[config.mk]
export PLATFORM = sky130hd
export DESIGN_NAME = sse_exec
export DESIGN_NICKNAME = d
export VERILOG_FILES = /design/src/sse_pkg.sv /design/src/sse_file_mem.sv /design/src/sse_alu.sv /design/src/sse_exec.sv
export SDC_FILE = /design/constraint.sdc
export NUM_CORES = 1
export LEC_CHECK = 0
export BUFFER_PORTS_ARGS = -buffer_cell sky130_fd_sc_hd__clkbuf_2
export CORE_MARGIN = 2
export CORE_UTILIZATION = 55
export DETAILED_ROUTE_END_ITERATION = 8
export PLACE_DENSITY = 0.71
export SLEW_MARGIN = 30
export SYNTH_ARGS = -nofsm -noshare
export SYNTH_HDL_FRONTEND = slang
export SYNTH_SLANG_ARGS = --single-unit
export TNS_END_PERCENT = 1
[constraint.sdc]
create_clock -name clk -period 21.2 [get_ports clk]
set_input_delay 4.24 -clock clk [delete_from_list [all_inputs] [get_ports clk]]
set_output_delay 4.24 -clock clk [all_outputs]
set_load 0.01 [all_outputs]
[src/sse_pkg.sv]
// Package: constants, types and helpers of the subtract/swap/xor/sleep executor
package sse_pkg;

  // ************************************************************
  // Register offsets (byte addresses on APB)
  // ************************************************************
  localparam logic [11:0] OFS_CTRL = 12'h000; // Command: op, operand, destination
  localparam logic [11:0] OFS_ACC = 12'h004; // Accumulator
  localparam logic [11:0] OFS_STATUS = 12'h008; // Flags and sleep control
  localparam logic [11:0] OFS_DIR_A = 12'h00C; // Port A direction, read only
  localparam logic [11:0] OFS_DIR_B = 12'h010; // Port B direction, read only
  localparam logic [11:0] OFS_DIR_C = 12'h014; // Port C direction, read only
  localparam logic [11:0] OFS_WDT = 12'h018; // Watchdog counter and prescaler, read only
  localparam logic [11:0] OFS_FILE_BASE = 12'h200; // First file register word
  localparam logic [11:0] OFS_FILE_LAST = 12'h3FC; // Last file register word

  // ************************************************************
  // Field positions
  // ************************************************************
  localparam int CTRL_OP_LSB = 0; // Opcode, 4 bits
  localparam int CTRL_OPND_LSB = 4; // Literal or file address, 8 bits
  localparam int CTRL_DEST_BIT = 12; // Destination select
  localparam int CTRL_BUSY_BIT = 31; // Execution in progress
  localparam int ST_C_BIT = 0; // Carry
  localparam int ST_DC_BIT = 1; // Nibble borrow
  localparam int ST_Z_BIT = 2; // Zero
  localparam int ST_PD_BIT = 3; // Sleep entered, active low
  localparam int ST_TO_BIT = 4; // Watchdog expiry, active low
  localparam int ST_SLEEP_BIT = 5; // Sleep mode, read only
  localparam int ST_WAKE_BIT = 7; // Write one to leave sleep
  localparam int WDT_PRESC_LSB = 16; // Prescaler field in watchdog read

  // ************************************************************
  // Opcodes and operands
  // ************************************************************
  localparam logic [3:0] OP_NONE = 4'h0;
  localparam logic [3:0] OP_LIT_SUB = 4'h1; // literal_minus_acc_op
  localparam logic [3:0] OP_FILE_SUB = 4'h2; // file_minus_acc_op
  localparam logic [3:0] OP_FILE_SUB_B = 4'h3; // file_minus_acc_borrow_op
  localparam logic [3:0] OP_SWAP = 4'h4; // nibble_exchange_op
  localparam logic [3:0] OP_LIT_XOR = 4'h5; // literal_xor_op
  localparam logic [3:0] OP_FILE_XOR = 4'h6; // file_xor_op
  localparam logic [3:0] OP_DIR = 4'h7; // direction_load_op
  localparam logic [3:0] OP_SLEEP = 4'h8; // Enter sleep
  localparam logic [7:0] DIR_A_SEL = 8'h05; // Operand for port A direction
  localparam logic [7:0] DIR_B_SEL = 8'h06; // Operand for port B direction
  localparam logic [7:0] DIR_C_SEL = 8'h07; // Operand for port C direction

  // ************************************************************
  // Reset values
  // ************************************************************
  localparam logic [7:0] RST_ACC = 8'h00;
  localparam logic [7:0] RST_DIR = 8'hFF; // All pins input
  localparam logic RST_FLAG = 1'b0; // C, DC, Z
  localparam logic RST_PD_N = 1'b1;
  localparam logic RST_TO_N = 1'b1;

  // ************************************************************
  // Timing
  // ************************************************************
  localparam int CLK_PERIOD_NS = 8; // 125 MHz core clock
  localparam int WDT_TICK_NS = 1000; // Watchdog prescaler period
  localparam int WDT_TICK_CYCLES = WDT_TICK_NS / CLK_PERIOD_NS;

  // Execution sequence
  typedef enum logic [1:0] {EX_IDLE, EX_READ, EX_EXEC} sse_state_e;

  // Zero test of an 8-bit result
  function automatic logic sse_is_zero(input logic [7:0] v);
    return (v == 8'h00);
  endfunction

endpackage

[src/sse_file_mem.sv]
// File register memory with registered read data
`timescale 1ns/1ns
`default_nettype none
module sse_file_mem #(
  parameter int DEPTH = 128,
  parameter int AW = 7,
  parameter int WIDTH = 8
) (
  input wire logic clk,
  input wire logic we,
  input wire logic [AW-1:0] addr,
  input wire logic [WIDTH-1:0] wdata,
  output logic [WIDTH-1:0] rdata
);

  // Depth must fit the address
  if (DEPTH < 2 || DEPTH > (1 << AW)) begin : g_chk
    $error("sse_file_mem: DEPTH does not fit AW");
  end

  logic [WIDTH-1:0] mem [DEPTH]; // Storage array

  // Write port and registered read of the same address
  always_ff @(posedge clk)
  begin
    if (we)
    begin
      mem[addr] <= wdata;
    end
    rdata <= mem[addr];
  end

endmodule
`default_nettype wire

[src/sse_alu.sv]
// Combinational subtract, swap and xor unit
`timescale 1ns/1ns
`default_nettype none
module sse_alu
  import sse_pkg::*;
(
  input wire logic [3:0] op,
  input wire logic [7:0] acc,
  input wire logic [7:0] fval,
  input wire logic [7:0] lit,
  input wire logic carry_in,
  output logic [7:0] result,
  output logic carry_out,
  output logic nibble_borrow_out
);

  logic [7:0] minuend; // Literal or file value
  logic cin; // One, or carry as inverted borrow
  logic [8:0] diff; // Full difference with carry out
  logic [4:0] low; // Low nibble difference with carry out

  // Operand selection
  assign minuend = (op == OP_LIT_SUB) ? lit : fval;
  assign cin = (op == OP_FILE_SUB_B) ? carry_in : 1'b1; // RULE_04
  // Two's complement subtract: a + ~acc + cin
  assign diff = {1'b0, minuend} + {1'b0, ~acc} + {8'h00, cin}; // RULE_01
  assign low = {1'b0, minuend[3:0]} + {1'b0, ~acc[3:0]} + {4'h0, cin};
  // Carry set when acc plus inverted carry in not above operand
  assign carry_out = diff[8]; // RULE_02
  assign nibble_borrow_out = low[4]; // RULE_02

  // Result selection
  always_comb
  begin
    case (op)
      OP_LIT_SUB, OP_FILE_SUB, OP_FILE_SUB_B: result = diff[7:0]; // RULE_03
      OP_SWAP: result = {fval[3:0], fval[7:4]}; // RULE_09
      OP_LIT_XOR: result = acc ^ lit; // RULE_10
      OP_FILE_XOR: result = acc ^ fval; // RULE_11
      default: result = acc;
    endcase
  end

endmodule
`default_nettype wire

[src/sse_exec.sv]
// Executor for subtract, nibble swap, xor, direction load and sleep
// Function
// RULE_01 - Literal minus accumulator into accumulator
// RULE_02 - Subtracts set carry, nibble borrow, zero
// RULE_03 - File minus accumulator to chosen destination
// RULE_04 - Borrow form also subtracts inverted carry
// RULE_05 - Destination bit: 0 accumulator, 1 file
// RULE_06 - Sleep clears watchdog counter and prescaler
// RULE_07 - Sleep clears sleep bit, sets expiry bit
// RULE_08 - Sleep stops all further execution
// RULE_09 - Swap exchanges nibbles, flags untouched
// RULE_10 - Literal xor into accumulator, zero only
// RULE_11 - File xor to destination, zero only
// RULE_12 - Direction load copies accumulator, no flags
// RULE_13 - Zero flag set when result is zero
`timescale 1ns/1ns
`default_nettype none
module sse_exec #(
  parameter int WDT_TICK = sse_pkg::WDT_TICK_CYCLES,
  parameter int WDT_W = 8,
  parameter int FILE_DEPTH = 128
) (
  input wire logic clk,
  input wire logic resetn,
  input wire logic psel,
  input wire logic penable,
  input wire logic pwrite,
  input wire logic [11:0] paddr,
  input wire logic [31:0] pwdata,
  output logic [31:0] prdata,
  output logic pready,
  output logic pslverr,
  output logic [7:0] port_a_direction,
  output logic [7:0] port_b_direction,
  output logic [7:0] port_c_direction,
  output logic sleep_mode
);
  import sse_pkg::*;

  localparam int PW = (WDT_TICK > 1) ? $clog2(WDT_TICK) : 1; // Prescaler width

  // Parameter checks
  if (WDT_TICK < 2 || WDT_W < 1 || WDT_W > 16 || FILE_DEPTH != 128) begin : g_chk
    $error("sse_exec: unsupported parameter value");
  end

  // ************************************************************
  // State
  // ************************************************************
  sse_state_e state_r, state_nxt; // Execution sequence
  logic [3:0] op_r; // Latched opcode
  logic [7:0] opnd_r; // Latched literal or address
  logic dest_r; // Latched destination select
  logic [7:0] acc_r, acc_nxt; // Accumulator
  logic carry_r, carry_nxt; // Carry flag
  logic nibble_borrow_bit_r, nibble_borrow_bit_nxt; // Digit carry
  logic zero_r, zero_nxt; // Zero flag
  logic sleep_entered_bit_n_r; // Low once sleep was entered
  logic watchdog_expiry_bit_n_r; // High from reset and sleep; no time-out drives it low
  logic sleep_r; // Oscillator stopped
  logic [7:0] dir_a_r, dir_b_r, dir_c_r; // Port directions
  logic [WDT_W-1:0] watchdog_counter_r; // Watchdog count
  logic [PW-1:0] presc_r; // Watchdog prescaler
  logic pready_r, pslverr_r, frd_wait_r; // APB answer state
  logic [31:0] prdata_r; // APB read data

  // ************************************************************
  // APB decode
  // ************************************************************
  wire is_ctrl = (paddr == OFS_CTRL);
  wire is_acc = (paddr == OFS_ACC);
  wire is_status = (paddr == OFS_STATUS);
  wire is_dir_a = (paddr == OFS_DIR_A);
  wire is_dir_b = (paddr == OFS_DIR_B);
  wire is_dir_c = (paddr == OFS_DIR_C);
  wire is_wdt = (paddr == OFS_WDT);
  wire is_file = (paddr >= OFS_FILE_BASE) && (paddr <= OFS_FILE_LAST) && (paddr[1:0] == 2'b00);
  wire mapped = is_ctrl | is_acc | is_status | is_dir_a | is_dir_b | is_dir_c | is_wdt | is_file;
  wire busy = (state_r != EX_IDLE);
  wire acc_ph = psel & penable & ~pready_r; // Access phase not yet answered
  wire apb_done = psel & penable & pready_r; // Transfer completes this edge
  wire wr_done = apb_done & pwrite; // Writes take effect here only
  wire blocked = busy & (pwrite | is_file); // Wait for the executor to finish
  wire file_rd = is_file & ~pwrite;
  wire answer_now = acc_ph & ~blocked & (~file_rd | frd_wait_r);
  wire frd_start = acc_ph & ~blocked & file_rd & ~frd_wait_r;
  wire st_wr = wr_done & is_status;
  wire [3:0] wr_op = pwdata[CTRL_OP_LSB +: 4];
  wire launch = wr_done & is_ctrl & ~sleep_r & (wr_op != OP_NONE); // RULE_08

  // ************************************************************
  // Read data selection
  // ************************************************************
  wire [31:0] ctrl_rd = {busy, 18'h0_0000, dest_r, opnd_r, op_r};
  wire [31:0] status_rd = {24'h00_0000, 2'b00, sleep_r, watchdog_expiry_bit_n_r,
                           sleep_entered_bit_n_r, zero_r, nibble_borrow_bit_r, carry_r};
  wire [31:0] wdt_rd = {{(16 - PW){1'b0}}, presc_r, {(16 - WDT_W){1'b0}}, watchdog_counter_r};
  wire [31:0] reg_rdata = is_ctrl ? ctrl_rd :
                          is_acc ? {24'h00_0000, acc_r} :
                          is_status ? status_rd :
                          is_dir_a ? {24'h00_0000, dir_a_r} :
                          is_dir_b ? {24'h00_0000, dir_b_r} :
                          is_dir_c ? {24'h00_0000, dir_c_r} :
                          is_wdt ? wdt_rd : 32'h0000_0000;

  // ************************************************************
  // Datapath and routing
  // ************************************************************
  logic [7:0] mem_rdata; // File value, one cycle after address
  logic [7:0] alu_res; // Unit result
  logic alu_c, alu_dc; // Unit carries
  wire exec_fire = (state_r == EX_EXEC); // Result cycle
  wire is_sub = (op_r == OP_LIT_SUB) | (op_r == OP_FILE_SUB) | (op_r == OP_FILE_SUB_B);
  wire is_xor = (op_r == OP_LIT_XOR) | (op_r == OP_FILE_XOR);
  wire file_op = (op_r == OP_FILE_SUB) | (op_r == OP_FILE_SUB_B) | (op_r == OP_SWAP) |
                 (op_r == OP_FILE_XOR);
  wire to_file = exec_fire & file_op & dest_r; // RULE_05
  wire to_acc = exec_fire & ((file_op & ~dest_r) | (op_r == OP_LIT_SUB) | (op_r == OP_LIT_XOR));
  wire upd_cdc = exec_fire & is_sub; // RULE_02
  wire upd_z = exec_fire & (is_sub | is_xor); // RULE_10 RULE_11
  wire do_sleep = exec_fire & (op_r == OP_SLEEP);
  wire do_dir = exec_fire & (op_r == OP_DIR);
  wire tick = (presc_r == PW'(WDT_TICK - 1));
  wire mem_we = to_file | (wr_done & is_file);
  wire [6:0] mem_addr = busy ? opnd_r[6:0] : paddr[8:2];
  wire [7:0] mem_wdata = busy ? alu_res : pwdata[7:0];

  // Subtract, swap and xor unit
  sse_alu u_alu (
    .op(op_r),
    .acc(acc_r),
    .fval(mem_rdata),
    .lit(opnd_r),
    .carry_in(carry_r),
    .result(alu_res),
    .carry_out(alu_c),
    .nibble_borrow_out(alu_dc)
  );

  // File registers
  sse_file_mem #(.DEPTH(FILE_DEPTH), .AW(7), .WIDTH(8)) u_mem (
    .clk(clk),
    .we(mem_we),
    .addr(mem_addr),
    .wdata(mem_wdata),
    .rdata(mem_rdata)
  );

  // Next values: hardware results win over software writes
  always_comb
  begin
    acc_nxt = to_acc ? alu_res : ((wr_done & is_acc) ? pwdata[7:0] : acc_r); // RULE_05
    carry_nxt = upd_cdc ? alu_c : (st_wr ? pwdata[ST_C_BIT] : carry_r); // RULE_02
    nibble_borrow_bit_nxt = upd_cdc ? alu_dc : (st_wr ? pwdata[ST_DC_BIT] : nibble_borrow_bit_r);
    zero_nxt = upd_z ? sse_is_zero(alu_res) : (st_wr ? pwdata[ST_Z_BIT] : zero_r); // RULE_13
  end

  // Sequence: latch, read file, execute
  always_comb
  begin
    case (state_r)
      EX_IDLE: state_nxt = launch ? EX_READ : EX_IDLE; // RULE_08
      EX_READ: state_nxt = EX_EXEC;
      EX_EXEC: state_nxt = EX_IDLE;
      default: state_nxt = EX_IDLE;
    endcase
  end

  // ************************************************************
  // Registers
  // ************************************************************
  // Sequencer and command latch
  always_ff @(posedge clk or negedge resetn)
  begin
    if (!resetn)
    begin
      state_r <= EX_IDLE;
      op_r <= OP_NONE;
      opnd_r <= 8'h00;
      dest_r <= 1'b0;
    end
    else
    begin
      state_r <= state_nxt;
      if (wr_done & is_ctrl)
      begin
        op_r <= wr_op;
        opnd_r <= pwdata[CTRL_OPND_LSB +: 8];
        dest_r <= pwdata[CTRL_DEST_BIT];
      end
    end
  end

  // Accumulator and arithmetic flags
  always_ff @(posedge clk or negedge resetn)
  begin
    if (!resetn)
    begin
      acc_r <= RST_ACC;
      carry_r <= RST_FLAG;
      nibble_borrow_bit_r <= RST_FLAG;
      zero_r <= RST_FLAG;
    end
    else
    begin
      acc_r <= acc_nxt;
      carry_r <= carry_nxt;
      nibble_borrow_bit_r <= nibble_borrow_bit_nxt;
      zero_r <= zero_nxt;
    end
  end

  // Sleep entry, wake by software; entry wins
  always_ff @(posedge clk or negedge resetn)
  begin
    if (!resetn)
    begin
      sleep_r <= 1'b0;
      sleep_entered_bit_n_r <= RST_PD_N;
      watchdog_expiry_bit_n_r <= RST_TO_N;
    end
    else if (do_sleep)
    begin
      sleep_r <= 1'b1; // RULE_08
      sleep_entered_bit_n_r <= 1'b0; // RULE_07
      watchdog_expiry_bit_n_r <= 1'b1; // RULE_07
    end
    else if (st_wr & pwdata[ST_WAKE_BIT])
    begin
      sleep_r <= 1'b0;
    end
  end

  // Watchdog prescaler and counter, cleared by sleep
  always_ff @(posedge clk or negedge resetn)
  begin
    if (!resetn)
    begin
      presc_r <= '0;
      watchdog_counter_r <= '0;
    end
    else if (do_sleep)
    begin
      presc_r <= '0; // RULE_06
      watchdog_counter_r <= '0; // RULE_06
    end
    else
    begin
      presc_r <= tick ? '0 : presc_r + PW'(1);
      watchdog_counter_r <= tick ? watchdog_counter_r + WDT_W'(1) : watchdog_counter_r;
    end
  end

  // Direction registers, no flag touched
  always_ff @(posedge clk or negedge resetn)
  begin
    if (!resetn)
    begin
      dir_a_r <= RST_DIR;
      dir_b_r <= RST_DIR;
      dir_c_r <= RST_DIR;
    end
    else if (do_dir)
    begin
      if (opnd_r == DIR_A_SEL) dir_a_r <= acc_r; // RULE_12
      if (opnd_r == DIR_B_SEL) dir_b_r <= acc_r; // RULE_12
      if (opnd_r == DIR_C_SEL) dir_c_r <= acc_r; // RULE_12
    end
  end

  // APB answer: ready one cycle, data and error with it
  always_ff @(posedge clk or negedge resetn)
  begin
    if (!resetn)
    begin
      pready_r <= 1'b0;
      pslverr_r <= 1'b0;
      frd_wait_r <= 1'b0;
      prdata_r <= 32'h0000_0000;
    end
    else
    begin
      pready_r <= answer_now;
      pslverr_r <= answer_now & ~mapped;
      frd_wait_r <= frd_start;
      if (answer_now)
      begin
        prdata_r <= frd_wait_r ? {24'h00_0000, mem_rdata} : reg_rdata;
      end
    end
  end

  // Outputs straight from flops
  assign prdata = prdata_r;
  assign pready = pready_r;
  assign pslverr = pslverr_r;
  assign port_a_direction = dir_a_r;
  assign port_b_direction = dir_b_r;
  assign port_c_direction = dir_c_r;
  assign sleep_mode = sleep_r;

  wire [7:0] exp_lit_sub = opnd_r - acc_r; // Expected literal difference
  wire exp_c_lit = (acc_r <= opnd_r); // Expected carry
  wire exp_dc_lit = (acc_r[3:0] <= opnd_r[3:0]); // Expected nibble borrow
  wire [7:0] exp_borrow = mem_rdata - acc_r - {7'h00, ~carry_r}; // Borrow difference
  wire exp_xor_zero = ((acc_r ^ opnd_r) == 8'h00); // Literal xor zero
  wire [2:0] flags = {carry_r, nibble_borrow_bit_r, zero_r};
endmodule
`default_nettype wire

Word-level counts from Yosys, hierarchy flattened
Memories as Yosys holds them, arrays and structs flattened. A register that Yosys moved wholly into a read port is not among the register bits.
Index checks and enable logic that the tools add are counted.
Widths: inputs -> output; s select.
{"block": "totals", "regBits": 102, "latch_bits": 0, "mem_bits_rw": 1024, "mem_bits_ro": 0, "in_bits": 49, "output_inout_bits": 59, "word_cells": 153, "mem_count": 1}
{"block": "op_classes", "addsub": 6, "mul": 0, "div": 0, "order_cmp": 2, "n_eq_ne": 20, "shift": 0, "mux": 31, "bitwise_logic": 57, "n_reduce_logical": 17}
{"memory": "u_mem.mem", "words": 128, "word_bits": 8, "read_ports": 1, "rd_clocked_by_memory_dff": 1, "wr": 1, "line": "sse_file_mem.sv:21", "rtl": "logic [WIDTH-1:0] mem [DEPTH];"}
{"operator": "$mux 23", "count": 6}
{"operator": "$mux 32", "count": 2}
{"operator": "$mux 8", "count": 6}
{"operator": "$eq 12x5->1 const B", "count": 3}
{"operator": "$pmux 8 s4", "count": 1}
{"operator": "$and 1x1->1", "count": 26}
{"operator": "$eq 12x4->1 const B", "count": 2}
{"operator": "$eq 8x3->1 const B", "count": 3}
{"operator": "$mux 7", "count": 3}
{"operator": "$or 1x1->1", "count": 19}
{"operator": "$eq 4x3->1 const B", "count": 4}
{"operator": "$xor 8x8->8", "count": 2}
{"operator": "$eq 12x3->1 const B", "count": 1}
{"operator": "$ge 12x10->1 const B", "count": 1}
{"operator": "$le 12x10->1 const B", "count": 1}
{"operator": "$logic_not 12->1", "count": 1}
{"operator": "$mux 1", "count": 12}
{"operator": "$reduce_bool 2->1", "count": 6}
{"operator": "$add 8x8->9", "count": 1}
{"operator": "$add 9x1->9", "count": 1}
{"operator": "$add 8x1->8 const B", "count": 1}
{"operator": "$eq 4x2->1 const B", "count": 2}
{"operator": "$logic_not 8->1", "count": 1}
{"operator": "$not 1->1", "count": 8}
{"operator": "other kinds (16)", "count": 20}

Longest topological paths before layout
{"block": "logic_depth", "depth_word": 10, "mapped_depth": 15, "ltp_nobuf": 13}

By module
A second synthesis with hierarchy kept.
{"block": "unflattened", "cells_unflattened": 3039, "hier_area_um2": 46199.3}
{"module": "sse_file_mem", "n_inst": 1, "cells_each": 2475, "area_each_um2": 40433.8, "seq_area_each_um2": 30909.6}
{"module": "sse_exec", "n_inst": 1, "cells_each": 431, "area_each_um2": 4792.1, "seq_area_each_um2": 2308.5}
{"module": "sse_alu", "n_inst": 1, "cells_each": 133, "area_each_um2": 973.4, "seq_area_each_um2": 0.0}

Least setup slack after synthesis
OpenSTA, ideal clock, no wires.
{"block": "synth_path", "path_kind": "register to register", "startpoint": "reg op_r[2]", "endpoint": "mem u_mem.mem[0][7], data pin", "setup_time_ns": 1.197, "t_arrival_ns": 7.942, "required_time_ns": 20.003, "path_slack_ns": 12.060, "path_stages_with_launch": 15, "path_buffers": 3, "synth_period_minus_slack_ns": 9.140, "cell_sequence": "dfrtp_1 > clkbuf_1 > nor2_1 > and2_1 > clkbuf_1 > mux2_2 > ha_1 > clkbuf_1 > o2111a_1 > a211oi_1 > o21ai_0 > xnor2_1 > o221ai_1 > o21ai_0 > o21ai_0"}
{"block": "synth_via", "elab_chain_cells": 6, "elab_cells_between_ends": 13, "cone_classes": "add/sub: 2; eq/ne: 6; mux: 4; reduce/logical: 1"}
{"item": "start, declared", "line": "sse_exec.sv:51", "rtl": "logic [3:0] op_r;"}
{"item": "start signal, assigned", "line": "sse_exec.sv:187", "rtl": "op_r <= wr_op;"}
{"item": "$eq 4x1->1", "line": "sse_alu.sv:23, sse_alu.sv:35"}
{"item": "$mux 8", "line": "sse_alu.sv:23", "rtl": "assign minuend = (op == OP_LIT_SUB) ? lit : fval;"}
{"item": "$add 8x8->9", "line": "sse_alu.sv:26", "rtl": "assign diff = {1'b0, minuend} + {1'b0, ~acc} + {8'h00, cin};"}
{"item": "$add 9x1->9", "line": "sse_alu.sv:26"}
{"item": "$pmux 8 s4 (*)", "line": "sse_alu.sv:35", "rtl": "case (op)"}
{"item": "$mux 8 (*)", "line": "sse_exec.sv:126", "rtl": "wire [7:0] mem_wdata = busy ? alu_res : pwdata[7:0];"}
{"item": "via mem_wdata[7]", "line": "sse_exec.sv:126"}
{"item": "end, declared", "line": "sse_file_mem.sv:21"}
The timed path passes the listed nets; every way through them passes the cells marked *.

Worst setup path in the final report
{"block": "layout_path", "startpoint": "in paddr[3]", "endpoint": "reg u_mem.rdata[0] (read register of u_mem.mem)"}
{"block": "layout_via", "elab_chain_cells": 1}
{"item": "start, declared", "line": "sse_exec.sv:28", "rtl": "input wire logic [11:0] paddr,"}
{"item": "$mux 7", "line": "sse_exec.sv:125", "rtl": "wire [6:0] mem_addr = busy ? opnd_r[6:0] : paddr[8:2];"}
{"item": "end, declared", "line": "sse_file_mem.sv:13", "rtl": "output logic [WIDTH-1:0] rdata"}
No other way between the ends.
A chain may end at the register's enable or synchronous reset.

==> run_results.csv <==
group,metric,value,unit
status,outcome,"complete, but fails checks",
status,violations,"DRC",
sta,fmax,0.109,GHz
global_route,grtUsageTotal,31.3,%
die,io_pins,108,
synthesis,avgSynthCellArea,15.4,sq um
worst_setup_path,reg2reg_to,"u_mem.rdata[0]",
worst_setup_path,reg2reg_slack,15.25,ns
synthesis,synthFlopType,"edfxtp_1",
sta,fin_crit_sh,43.2,%
worst_hold_path,holdPathEnd,"prdata[10]",
synthesis,synth.cell_area,45100,sq um
layout,nets,3084,
synthesis,synth_edf_count,1024,
layout,final-seq-area,33200,sq um
worst_setup_path,cpPeakStageDelay,0.81,ns
synthesis,synth_cells,2934,
layout,n_fill_cell,5865,
routing,dr.pass1.iters,9,
layout,diodes,0,
clock_network,cts_buffers,110,
worst_setup_path,required,21.75,ns
worst_hold_path,hold_path.class,"reg2reg",
routing,drc_errors,18,
synthesis,synth-async-reset-ratio,8.10,%
global_route,grt_pass1_wl,193000,microns
routing,vias,28765,
global_route,grt_max_degree,105,
worst_setup_path,rr_worst_depth,9,
clock_network,clock_latency,0.71,ns
synthesis,yosysSeqAreaShare,73.6,%
synthesis,synth_cell_types,85,
die,dieWidth,290,microns
layout,drive_gt1_share,15.3,%
worst_setup_path,cp_cell_sequence,"clkbuf_2 > or3b_2 > nand2_8 > buf_4 > buf_4 > mux2_1 > a222oi_1 > a31oi_1 > or4_1 > or4_1",
worst_setup_path,r2r_start,"state_r[0]",
worst_setup_path,worstPathMaxFanout,80,
sta,slew_headroom,23.1,%
sta,hold_slack,0.471,ns
power_and_ir_drop,p_per_area,90.8,nW/um^2
layout,multiInputGateArea,11200,sq um
layout,final_core_util,61.8,%
place,port_buffers,77,
worst_setup_path,setup.worst_path.end_class,"register",
clock_network,cts.sinks,1123,
sta,layout_setup_ws,12.04,ns
sta,maxSlewViolCount,0,
routing,routed_via_density,6.88,
clock_network,htree_levels,3,
die,design.core.area,81600,sq um
place,place.gp.congestion,0.936,
die,core.rowCount,105,
sta,setup_viol,0,
clock_network,cts_tree,"done",
power_and_ir_drop,leakage,0.0166,uW
die,fp.dieH,290,microns
global_route,antenna_found_initial,5,
layout,fin_area,50400,sq um
clock_network,root_buffer,"clkbuf_16",
global_route,grt_pass1_vias,27793,
worst_setup_path,worstPathArrival,9.71,ns
place,postPlaceCellArea,46800,sq um
routing,drtAntennaViolNets,0,
synthesis,ys_ff_latch,1123,
clock_network,clk_path_buf_depth,3,
die,dieArea,84300,sq um
sta,rsz0062_at_grt,"no",
worst_hold_path,hold_depth,2,
sta,worstMarginPinSlew,1.15,ns
place,hpwl,81000,microns
sta,finClkSkew,0.0507,ns
sta,hold_viol,0,
power_and_ir_drop,ir_drop,0.0000748,V
worst_hold_path,min_from,"prdata[10]",
job,maxCapViolCount,0,
synthesis,yosysWarnings,0,
clock_network,cts_setup_buffers,0,
worst_setup_path,cpMaxStageDelayCell,"or3b_2",
worst_setup_path,cp-start-kind,"input port",
clock_network,cts_hold_buf,0,
sta,fin_setup_tns,0,ns
routing,detail_route.wl_per_cell,32.1,microns
routing,wirelength,134000,microns
worst_setup_path,path_class,"in2reg",
layout,syn_to_final_growth,11.8,%
global_route,gr-total-overflow,0,
clock_network,path_clk_slew,0.06,ns
worst_setup_path,startpoint,"paddr[3]",
die,start_util,55.3,%
routing,drt_iter0_markers,4317,
clock_network,cts_resized,0,
place,dpl_worst_slack,11.46,ns
sta,post-route-min-period,9.16,ns
[critical path: cells and delay by family]
kind                   cells  cell delay (ns)
AO/OA/AOI/OAI              2             0.53
buffers and inverters      3             1.76
multiplexers               1             0.41
AND/OR/NAND/NOR            4             2.61
[worst max-delay path by stage]
stage	end	cells after the start
floorplan	u_mem.mem[0][7]	14
global placement	u_mem.rdata[0]	10
detailed placement	u_mem.rdata[0]	10
CTS	u_mem.rdata[0]	10
global route	u_mem.rdata[0]	10
finish	u_mem.rdata[0]	10
[cells by family after synthesis]
| logic type | count (synthesis) | share of synthesized area, % |
|---|---|---|
| adders and majority gates | 12 | 0.366 |
| AOI/OAI and AO/OA | 741 | 12.0 |
| buffers and inverters | 214 | 2.31 |
| xor gates and xnor gates | 23 | 0.447 |
| muxes | 220 | 5.12 |
| other | 1 | 0.00831 |
| and+or+nand+nor | 600 | 6.07 |
| DFF | 1123 | 73.6 |
[power breakdown]
part / total [uW] / switching, uW / internal [uW]
logic: 212 / 155 / 57.0
registers: 2430 / 9.14 / 2420
clock network: 1940 / 837 / 1100
[registers in the layout, summed over array words and instances, names as in the netlist]
signal                 count
port_b_direction           8
pslverr                    1
sleep_mode                 1
carry_r                    1
acc_r                      8
pready                     1
nibble_borrow_bit_r        1
sleep_entered_bit_n_r      1
presc_r                    7
u_mem.rdata                8
state_r                    2
frd_wait_r                 1
prdata                    21
opnd_r                     8
zero_r                     1
watchdog_counter_r         8
op_r                       4
dest_r                     1
port_c_direction           8
u_mem.mem               1024
port_a_direction           8
[layout by cell type, fill, tap and decap left out, drive strengths merged, types with 38 or more instances in the layout]
| cell type | Yosys | routed |
|---|---|---|
| nand3 | 38 | 38 |
| nor2 | 188 | 188 |
| a22oi | 184 | 184 |
| nand2 | 229 | 229 |
| a22o | 47 | 47 |
| dfrtp | 66 | 66 |
| buf | 111 | 81 |
| mux2 | 81 | 81 |
| mux2i | 139 | 139 |
| edfxtp | 1024 | 1024 |
| a31oi | 43 | 43 |
| o21ai | 99 | 99 |
| clkinv | 0 | 51 |
| o22ai | 53 | 53 |
| a222oi | 60 | 60 |
| a21oi | 83 | 83 |
| clkbuf | 79 | 211 |
[layout make-up]
type                       instances  share of cell area [%]
clock buffer                     135                    5.73
clock inverter                    67                    1.37
inverter                          24                   0.179
multi-input combinational       1607                    22.2
sequential                      1123                    65.8
tap                             1070                    2.65
timing repair buffer             157                    2.07
[routing by layer]
layer  vias up  GRT usage, %  wire length, microns
met2      2057          47.7                 60400
met4         4          15.7                  7750
met3       428          8.32                 17300
li1      11875             -                     -
met5         -         0.284                    24
met1     14401          42.0                 48800
[stage by stage]
step | power, uW | std cells
6_report | 4580 | 4183
5_1_grt | 4680 | 4183
4_1_cts | 4580 | 4182
3_5_place_dp | 2680 | 3980
3_3_place_gp | 2670 | 3979
2_1_floorplan | 2590 | 2944
[synth_stat cells (all sizes together), types with 9 or more instances]
cell    count  area (sq um)
nand2b     24           150
a41oi      19           166
o21a       18           135
edfxtp   1024         30700
o221ai     16           140
buf       111           653
o22ai      53           357
a21oi      83           415
nand4      14          87.6
a221oi     21           184
nor4       16           100
a21o        9          67.6
xor2       10          87.6
dfrtp      66          1650
ha         10           125
and3        9          56.3
nor2      188           711
mux2       81           916
a31oi      43           269
xnor2      13           114
clkbuf     79           298
nor2b      15          93.8
o31ai      11          82.6
o21ai      99           518
mux2i     139          1400
a22o       47           412
dfstp      25           657
o22a        9          78.8
nand3      38           190
a222oi     60           601
nand2     229           862
a22oi     184          1380
inv        24          90.1
nor3       18          90.1
Note: power is estimated with default switching activity, not from simulation.
